==> src/common/velocity_threshold_pkg.sv <==
// Shared constants for the velocity threshold and mode select logic.
// Assumes a single 200 MHz clock and the device register port address space.
package velocity_threshold_pkg;

    // Register port geometry.
    localparam int ADDR_W = 7;
    localparam int DATA_W = 32;
    localparam int THR_W = 20;

    // Register addresses (register indices on the device register port).
    localparam logic [6:0] ADDR_MEASURED_STEP_INTERVAL = 7'h14;
    localparam logic [6:0] ADDR_COOL_LOW_VELOCITY_THRESHOLD = 7'h16;
    localparam logic [6:0] ADDR_HIGH_VELOCITY_THRESHOLD = 7'h17;

    // Reset values and the interval saturation value.
    localparam logic [19:0] THRESHOLD_RESET = 20'h00000;
    localparam logic [19:0] INTERVAL_RESET = 20'h00000;
    localparam logic [19:0] INTERVAL_MAX = 20'hFFFFF;

    // Hysteresis shifts: 1/16 normally, 1/32 with the narrow flag.
    localparam int HYST_SHIFT_WIDE = 4;
    localparam int HYST_SHIFT_NARROW = 5;

    // Stall suppression after a high-speed crossing, counted in microsteps.
    localparam int ELEC_PERIOD_USTEPS = 1024;
    localparam int SUPPRESS_PERIODS = 2;
    localparam int SUPPRESS_USTEPS = ELEC_PERIOD_USTEPS * SUPPRESS_PERIODS;
    localparam int SUPPRESS_CNT_W = 12;

    // Threshold channel indices.
    localparam int CH_LOW = 0;
    localparam int CH_HIGH = 1;
    localparam int NUM_CH = 2;

    // Stall suppression state machine.
    typedef enum logic [1:0] {
        SUP_IDLE = 2'b01,
        SUP_ACTIVE = 2'b10
    } suppress_state_t;

endpackage : velocity_threshold_pkg

==> src/logic/threshold_hysteresis_compare.sv <==
// One step-interval threshold comparator with hysteresis.
// Assumes interval and threshold are synchronous to clk and stable per cycle.
`timescale 1ns/1ps
module threshold_hysteresis_compare #(
    parameter int WIDTH = 20
) (
    input wire logic clk,
    input wire logic rst_b,
    input wire logic [WIDTH-1:0] interval,
    input wire logic [WIDTH-1:0] threshold,
    input wire logic narrow_hysteresis,
    output logic at_or_under
);

    typedef struct packed {
        logic under;
    } cmp_state_t;

    cmp_state_t state;
    cmp_state_t next_state;
    logic [WIDTH-1:0] hyst;
    logic [WIDTH-1:0] second_value;

    ////////////////////////////////////////////////////////////////////////////
    // Entering needs interval below threshold minus hysteresis; leaving needs
    // interval above the threshold itself, so jitter cannot toggle the mode.
    always_comb begin
        next_state = state;
        if (narrow_hysteresis) begin
            hyst = threshold >> velocity_threshold_pkg::HYST_SHIFT_NARROW;
        end else begin
            hyst = threshold >> velocity_threshold_pkg::HYST_SHIFT_WIDE;
        end
        second_value = threshold - hyst;
        if (!state.under && (interval < second_value)) begin
            next_state.under = 1'b1;
        end else if (state.under && (interval > threshold)) begin
            next_state.under = 1'b0;
        end
    end

    // State register, re-evaluated every cycle.
    always_ff @(posedge clk or negedge rst_b) begin
        if (!rst_b) begin
            state <= '0;
        end else begin
            state <= next_state;
        end
    end

    assign at_or_under = state.under;

endmodule : threshold_hysteresis_compare

==> src/logic/velocity_threshold_mode_select.sv <==
// Velocity threshold comparators and mode enables of the stepper driver.
// Assumes a device register port with single-cycle write strobes, a one-cycle
// pulse per 1/256 microstep, and all configuration bits synchronous to clk.
`timescale 1ns/1ps
module velocity_threshold_mode_select #(
    parameter int THR_W = velocity_threshold_pkg::THR_W
) (
    input wire logic clk,
    input wire logic rst_b,
    input wire logic [6:0] reg_addr,
    input wire logic reg_write,
    input wire logic [31:0] reg_wdata,
    output logic [31:0] reg_rdata,
    input wire logic microstep_pulse,
    input wire logic small_hysteresis,
    input wire logic current_scaling_config,
    input wire logic stop_on_stall_enable,
    input wire logic stall_output_config,
    input wire logic load_step_mode,
    input wire logic high_speed_chopper_switch,
    input wire logic high_speed_full_step,
    output logic [THR_W-1:0] measured_step_interval,
    output logic current_scaling_active,
    output logic stop_on_stall_armed,
    output logic stall_to_diagnostic_outputs,
    output logic voltage_pwm_allowed,
    output logic force_chopper_mode_one,
    output logic fast_decay_time_zero,
    output logic full_step_active,
    output logic step_mode_stall_detect,
    output logic stall_detect_suppressed
);

    typedef struct packed {
        logic [THR_W-1:0] lower_velocity_threshold;
        logic [THR_W-1:0] high_speed_threshold;
        logic [THR_W-1:0] step_count;
        logic [THR_W-1:0] interval;
        logic [31:0] rdata;
        velocity_threshold_pkg::suppress_state_t sup_state;
        logic [velocity_threshold_pkg::SUPPRESS_CNT_W-1:0] sup_count;
        logic high_prev;
        logic stall_armed;
        logic scaling;
        logic stop_armed;
        logic stall_out;
        logic pwm_allowed;
        logic chm_one;
        logic decay_zero;
        logic full_step;
        logic step_stall;
    } mode_state_t;

    localparam logic [velocity_threshold_pkg::SUPPRESS_CNT_W-1:0] SUP_LAST =
        velocity_threshold_pkg::SUPPRESS_CNT_W'(velocity_threshold_pkg::SUPPRESS_USTEPS - 1);
    localparam logic [THR_W-1:0] INTERVAL_MAX = velocity_threshold_pkg::INTERVAL_MAX;

    mode_state_t state;
    mode_state_t next_state;
    logic [velocity_threshold_pkg::NUM_CH-1:0][THR_W-1:0] thr_vec;
    logic [velocity_threshold_pkg::NUM_CH-1:0] under_vec;
    logic under_low;
    logic under_high;
    logic crossing;
    logic step_mode;

    ////////////////////////////////////////////////////////////////////////////
    // Threshold comparators, one per threshold register.
    assign thr_vec[velocity_threshold_pkg::CH_LOW] = state.lower_velocity_threshold;
    assign thr_vec[velocity_threshold_pkg::CH_HIGH] = state.high_speed_threshold;

    // Both comparators watch the same interval and hysteresis setting.
    generate
        for (genvar ch = 0; ch < velocity_threshold_pkg::NUM_CH; ch++) begin : g_cmp
            threshold_hysteresis_compare #(
                .WIDTH(THR_W)
            ) u_cmp (
                .clk(clk),
                .rst_b(rst_b),
                .interval(state.interval),
                .threshold(thr_vec[ch]),
                .narrow_hysteresis(small_hysteresis),
                .at_or_under(under_vec[ch])
            );
        end
    endgenerate

    // Region decode and derived terms.
    assign under_low = under_vec[velocity_threshold_pkg::CH_LOW];
    assign under_high = under_vec[velocity_threshold_pkg::CH_HIGH];
    assign crossing = under_high ^ state.high_prev;
    assign step_mode = load_step_mode | (under_high & high_speed_full_step);

    ////////////////////////////////////////////////////////////////////////////
    // Next-state logic: registers, interval measurement, suppression, enables.
    always_comb begin
        next_state = state;

        // Register writes keep the low 20 bits; upper bits are not stored.
        if (reg_write) begin
            if (reg_addr == velocity_threshold_pkg::ADDR_COOL_LOW_VELOCITY_THRESHOLD) begin
                next_state.lower_velocity_threshold = reg_wdata[THR_W-1:0];
            end
            if (reg_addr == velocity_threshold_pkg::ADDR_HIGH_VELOCITY_THRESHOLD) begin
                next_state.high_speed_threshold = reg_wdata[THR_W-1:0];
            end
        end

        // Read data is registered from the current address every cycle.
        unique case (reg_addr)
            velocity_threshold_pkg::ADDR_MEASURED_STEP_INTERVAL: begin
                next_state.rdata = {12'h000, state.interval};
            end
            velocity_threshold_pkg::ADDR_COOL_LOW_VELOCITY_THRESHOLD: begin
                next_state.rdata = {12'h000, state.lower_velocity_threshold};
            end
            velocity_threshold_pkg::ADDR_HIGH_VELOCITY_THRESHOLD: begin
                next_state.rdata = {12'h000, state.high_speed_threshold};
            end
            default: begin
                next_state.rdata = 32'h00000000;
            end
        endcase

        // Clocks between microstep pulses; saturates at all ones at standstill.
        if (microstep_pulse) begin
            next_state.interval = (state.step_count == INTERVAL_MAX) ?
                INTERVAL_MAX : state.step_count + 20'h00001;
            next_state.step_count = '0;
        end else if (state.step_count == INTERVAL_MAX) begin
            next_state.interval = INTERVAL_MAX;
        end else begin
            next_state.step_count = state.step_count + 20'h00001;
        end

        // Any crossing of the high-speed threshold (re)starts suppression,
        // which then lasts a fixed count of microsteps.
        next_state.high_prev = under_high;
        unique case (state.sup_state)
            velocity_threshold_pkg::SUP_IDLE: begin
                if (crossing) begin
                    next_state.sup_state = velocity_threshold_pkg::SUP_ACTIVE;
                    next_state.sup_count = '0;
                end
            end
            velocity_threshold_pkg::SUP_ACTIVE: begin
                if (crossing) begin
                    next_state.sup_count = '0;
                end else if (microstep_pulse) begin
                    if (state.sup_count == SUP_LAST) begin
                        next_state.sup_state = velocity_threshold_pkg::SUP_IDLE;
                    end else begin
                        next_state.sup_count = state.sup_count + 12'h001;
                    end
                end
            end
            default: begin
                next_state.sup_state = velocity_threshold_pkg::SUP_IDLE;
            end
        endcase

        // Stall arming follows the lower threshold; in step mode it holds.
        if (under_low) begin
            next_state.stall_armed = 1'b1;
        end else if (!step_mode) begin
            next_state.stall_armed = 1'b0;
        end

        // Mode enables.
        next_state.scaling = current_scaling_config & under_low & ~under_high;
        next_state.stop_armed = stop_on_stall_enable & next_state.stall_armed;
        next_state.stall_out = stall_output_config & next_state.stall_armed;
        next_state.pwm_allowed = ~under_high;
        next_state.chm_one = under_high & high_speed_chopper_switch;
        next_state.decay_zero = under_high & high_speed_chopper_switch;
        next_state.full_step = under_high & high_speed_full_step;
        next_state.step_stall = step_mode;
    end

    // State register.
    always_ff @(posedge clk or negedge rst_b) begin
        if (!rst_b) begin
            state <= '0;
            state.lower_velocity_threshold <= velocity_threshold_pkg::THRESHOLD_RESET;
            state.high_speed_threshold <= velocity_threshold_pkg::THRESHOLD_RESET;
            state.interval <= velocity_threshold_pkg::INTERVAL_RESET;
            state.sup_state <= velocity_threshold_pkg::SUP_IDLE;
            state.pwm_allowed <= 1'b1;
        end else begin
            state <= next_state;
        end
    end

    ////////////////////////////////////////////////////////////////////////////
    // Outputs from flip-flops; stall_detect_suppressed decodes sup_state.
    assign reg_rdata = state.rdata;
    assign measured_step_interval = state.interval;
    assign current_scaling_active = state.scaling;
    assign stop_on_stall_armed = state.stop_armed;
    assign stall_to_diagnostic_outputs = state.stall_out;
    assign voltage_pwm_allowed = state.pwm_allowed;
    assign force_chopper_mode_one = state.chm_one;
    assign fast_decay_time_zero = state.decay_zero;
    assign full_step_active = state.full_step;
    assign step_mode_stall_detect = state.step_stall;
    assign stall_detect_suppressed = (state.sup_state == velocity_threshold_pkg::SUP_ACTIVE);

endmodule : velocity_threshold_mode_select

==> config.mk <==
export PLATFORM = sky130hd
export DESIGN_NAME = velocity_threshold_mode_select
export DESIGN_NICKNAME = d
export VERILOG_FILES = /design/src/common/velocity_threshold_pkg.sv /design/src/logic/threshold_hysteresis_compare.sv /design/src/logic/velocity_threshold_mode_select.sv
export SDC_FILE = /design/constraint.sdc
export NUM_CORES = 1
export LEC_CHECK = 0
export BUFFER_PORTS_ARGS = -buffer_cell sky130_fd_sc_hd__buf_2
export CAP_MARGIN = 30
export CORE_UTILIZATION = 30
export CTS_BUF_LIST = sky130_fd_sc_hd__clkbuf_8
export DETAILED_ROUTE_END_ITERATION = 8
export PLACE_DENSITY = 0.51
export SLEW_MARGIN = 20
export SYNTH_ARGS = -nofsm -noshare
export SYNTH_HDL_FRONTEND = slang
export SYNTH_SLANG_ARGS = --single-unit
export TNS_END_PERCENT = 5
==> constraint.sdc <==
create_clock -name clk -period 6.95 [get_ports clk]
set_input_delay 1.0425 -clock clk [delete_from_list [all_inputs] [get_ports clk]]
set_output_delay 1.0425 -clock clk [all_outputs]
set_load 0.01 [all_outputs]
==> flow_summary_export.csv <==
group,metric,value,unit
detailed_routing,drt_iter0_drc,445,
run,cap_violations,0,
synth,yosys.area_share.simple,14.9,%
final_layout,num-nets-final,1285,
final_layout,drive_above_1_share,12.4,%
pwr,p_int,0.00167,W
worst_hold_path,hold-path-endpoint,"state[8]",
synth,synth_area,9480,µm²
worst_setup_path,r2r_setup_slack,3110,ps
pwr,netSwitchingPower,0.00107,W
clocking,cts_resized,0,
synth,ys.warnings.count,0,
synth,muxShareOfSynthArea,5.28,%
clocking,clock_latency,450,ps
worst_setup_path,end_kind,"register",
die,die_y,180,µm
final_layout,nFillCells,3204,
worst_setup_path,worstSetupStartpointType,"input pin",
final_layout,fin_area,10500,µm²
synth,synthAdderAreaFrac,15.5,%
place,port_buffers,86,
detailed_routing,wl_per_cell,16.5,µm
worst_setup_path,slowest_delay,510,ps
global_routing,grtUsageTotal,15.9,%
sta,finalSetupTns,0,ps
clocking,clk_path_buf_depth,2,
clocking,cts_sinks,125,
final_layout,final_core_util,33.9,%
worst_setup_path,slowest_stage,"a31oi_1",
sta,relSlewSlack,38.2,%
sta,finClkSkew,20.7,ps
sta,finalMaxSlewViolations,0,
pwr,switching_share,39.0,%
worst_setup_path,crit_chain,"buf_2, nand2_1, o21ai_0, ha_1, inv_1, fa_1, a21oi_1, o211ai_1, a31oi_1, o22ai_1, a221oi_1, xnor2_1, ha_1, a21oi_1, nor2b_1, o21ai_0, o211ai_1, o21ai_0",
final_layout,area_growth_syn_to_layout,10.3,%
clocking,clockRootBuffer,"clkbuf_8",
die,die-area,32300,µm²
detailed_routing,vias,7656,
global_routing,first_global_vias,7575,
clocking,htree_levels,4,
place,gp_congestion,0.842,
die,start_util,30.8,%
worst_hold_path,whs_path_depth,2,
worst_hold_path,hp-class,"reg2reg",
synth,ys_seq_area_share,33.0,%
sta,tightest_slew,927,ps
detailed_routing,wl,25.2,mm
clocking,cts_tree,"yes",
worst_setup_path,worst_path_dominant_cell_family,"compound AO/OA/AOI/OAI gates",
synth,synth_xor_area_share,5.53,%
synth,synth-async-reset-ratio,100,%
sta,setup_viol,0,
final_layout,final_cell_mix,"dfrtp_1, ha_1, nand2_1",
die,fp-row-count,64,
detailed_routing,ant_nets,0,
worst_setup_path,reg2reg_depth,17,
run_status,status,"finished with violations",
clocking,cts_made_buffers,17,
synth,synth_edf_count,0,
worst_hold_path,hp-start,"state[8]",
pwr,power.density,262,nW/µm²
worst_setup_path,timing.rr.end,"g_cmp[1].u_cmp.at_or_under",
final_layout,n_antenna_cell,0,
final_layout,final_common_cell,"dfrtp_1",
clocking,cts.clk_slew.worst_paths,90,ps
pwr,clkPwrFrac,27.9,%
die,pin_count,111,
sta,period_needed,4400,ps
synth,synth_top_family_by_area,"compound AO/OA/AOI/OAI gates",
pwr,irDropWorstVdd,0.103,mV
worst_setup_path,crit_required,7320,ps
pwr,power_frac_seq,32.7,%
sta,clock.fmax,227,MHz
clocking,postCtsSetupRepairBufs,0,
pwr,p_leak,5.20,nW
global_routing,grt_max_degree,51,
pwr,finalPower,0.00274,W
worst_setup_path,critPathArrivalTime,4770,ps
run_status,violations,"design-rule violations",
worst_setup_path,cp_max_fo,18,
synth,syn_inst,1088,
synth,synth_area_per_cell,8.71,µm²
final_layout,multiInputGateArea,5620,µm²
worst_setup_path,crit_type,"in2reg",
detailed_routing,drc,9,
pwr,comb_power_share,39.4,%
global_routing,overflow,0,
detailed_routing,vias_per_cell,5.01,
final_layout,regArea,3130,µm²
place,place_hpwl,19.4,mm
sta,finalHoldViolations,0,
die,core,30800,µm²
clocking,cts_hold_buf,0,
place,place_area,9990,µm²
detailed_routing,drtPass1Iterations,9,
sta,rsz0062_at_grt,"no",
die,die_w,180,µm
synth,synth_compound_area_share,17.6,%
worst_setup_path,crit_top_cell,"o21ai_0",
global_routing,antenna_found_initial,0,
synth,synth-main-ff-cell,"dfrtp_1",
synth,ys_seq_elements,125,
worst_setup_path,cp_num_buf_inv,2,
worst_setup_path,r2r_start,"state[100]",
global_routing,grt_pass1_wl,40.7,mm
synth,ys_types,59,
sta,finalCritPeriodShare,63.3,%
## metrics by stage
step / std cells / setup WS (ps) / hold WS [ps]
floorplan: 1099 / 2370 / 454
global placement: 1494 / 2130 / 488
detailed placement: 1496 / 2090 / 492
CTS: 1528 / 2560 / 512
global route: 1528 / 2180 / 539
finish: 1528 / 2550 / 508
## cell type report
type	count	area share [%]
Clock buffer	17	2.24
Clock inverter	15	2.21
Inverter	60	2.15
Multi-Input combinational cell	822	53.8
Sequential cell	125	29.9
Tap cell	396	4.74
Timing Repair Buffer	93	4.94
## synthesized netlist by cell type (8+ instances only)
master / number / area share [%]
nor2b_1: 11 / 0.73
inv_1: 60 / 2.4
nor3_1: 12 / 0.63
a21oi_1: 88 / 4.6
o211ai_1: 12 / 0.95
nand2b_1: 9 / 0.59
clkbuf_1: 32 / 1.3
xor2_1: 27 / 2.5
mux2i_1: 50 / 5.3
nand3_1: 23 / 1.2
a31oi_1: 8 / 0.53
ha_1: 114 / 15
dfrtp_1: 123 / 32
buf_4: 53 / 4.2
nor2_1: 92 / 3.6
xnor2_1: 31 / 2.9
nand4_1: 23 / 1.5
a21o_1: 25 / 2.0
o21ai_0: 90 / 4.8
nand2_1: 104 / 4.1
## logic make-up (layout without fill, tap and decap cells)
| group | Yosys count | count (layout) |
|---|---|---|
| muxes | 50 | 50 |
| xor gates and xnor gates | 59 | 59 |
| DFF | 125 | 125 |
| adders and majority gates | 116 | 116 |
| buffers and inverters | 152 | 185 |
| AOI/OAI and AO/OA | 277 | 277 |
| other | 1 | 12 |
| and+or+nand+nor | 308 | 308 |
## tightest hold or removal path, cell delays in order, from the launching register on
cell	delay, ps
dfrtp_1	330
a21oi_1	90
inv_1	60
## worst max-delay path by stage
stage,startpoint,end,cells past startpoint
2_1_floorplan,small_hysteresis,g_cmp[0].u_cmp.at_or_under,15
3_3_place_gp,small_hysteresis,g_cmp[0].u_cmp.at_or_under,14
3_5_place_dp,small_hysteresis,g_cmp[0].u_cmp.at_or_under,14
4_1_cts,small_hysteresis,g_cmp[0].u_cmp.at_or_under,14
5_1_grt,small_hysteresis,g_cmp[1].u_cmp.at_or_under,18
6_report,small_hysteresis,g_cmp[1].u_cmp.at_or_under,18
## power groups by stage
stage / clock network [W] / logic [W] / registers (W)
3_5_place_dp: 0 / 0.00107 / 0.000913
6_report: 0.000766 / 0.00108 / 0.000896
2_1_floorplan: 0 / 0.000835 / 0.000874
3_3_place_gp: 0 / 0.00105 / 0.000912
4_1_cts: 0.000789 / 0.00108 / 0.000899
5_1_grt: 0.000818 / 0.00124 / 0.000909
## metal layers
layer | part of all wire [%] | GRT usage (%) | up-vias
met2 | 47 | 26.5 | 122
met5 | 0 | 0 | -
met1 | 48 | 21.5 | 3676
met4 | 1.0 | 3.76 | 0
li1 | - | - | 3843
met3 | 3.5 | 2.43 | 15
## registers in the layout, indices dropped and copies added (netlist names)
name	count
reg_rdata	20
full_step_active	1
step_mode_stall_detect	1
state	76
fast_decay_time_zero	1
measured_step_interval	20
g_cmp.u_cmp.at_or_under	2
stall_to_diagnostic_outputs	1
current_scaling_active	1
voltage_pwm_allowed	1
stop_on_stall_armed	1
Power figures use the tool's default switching activity.
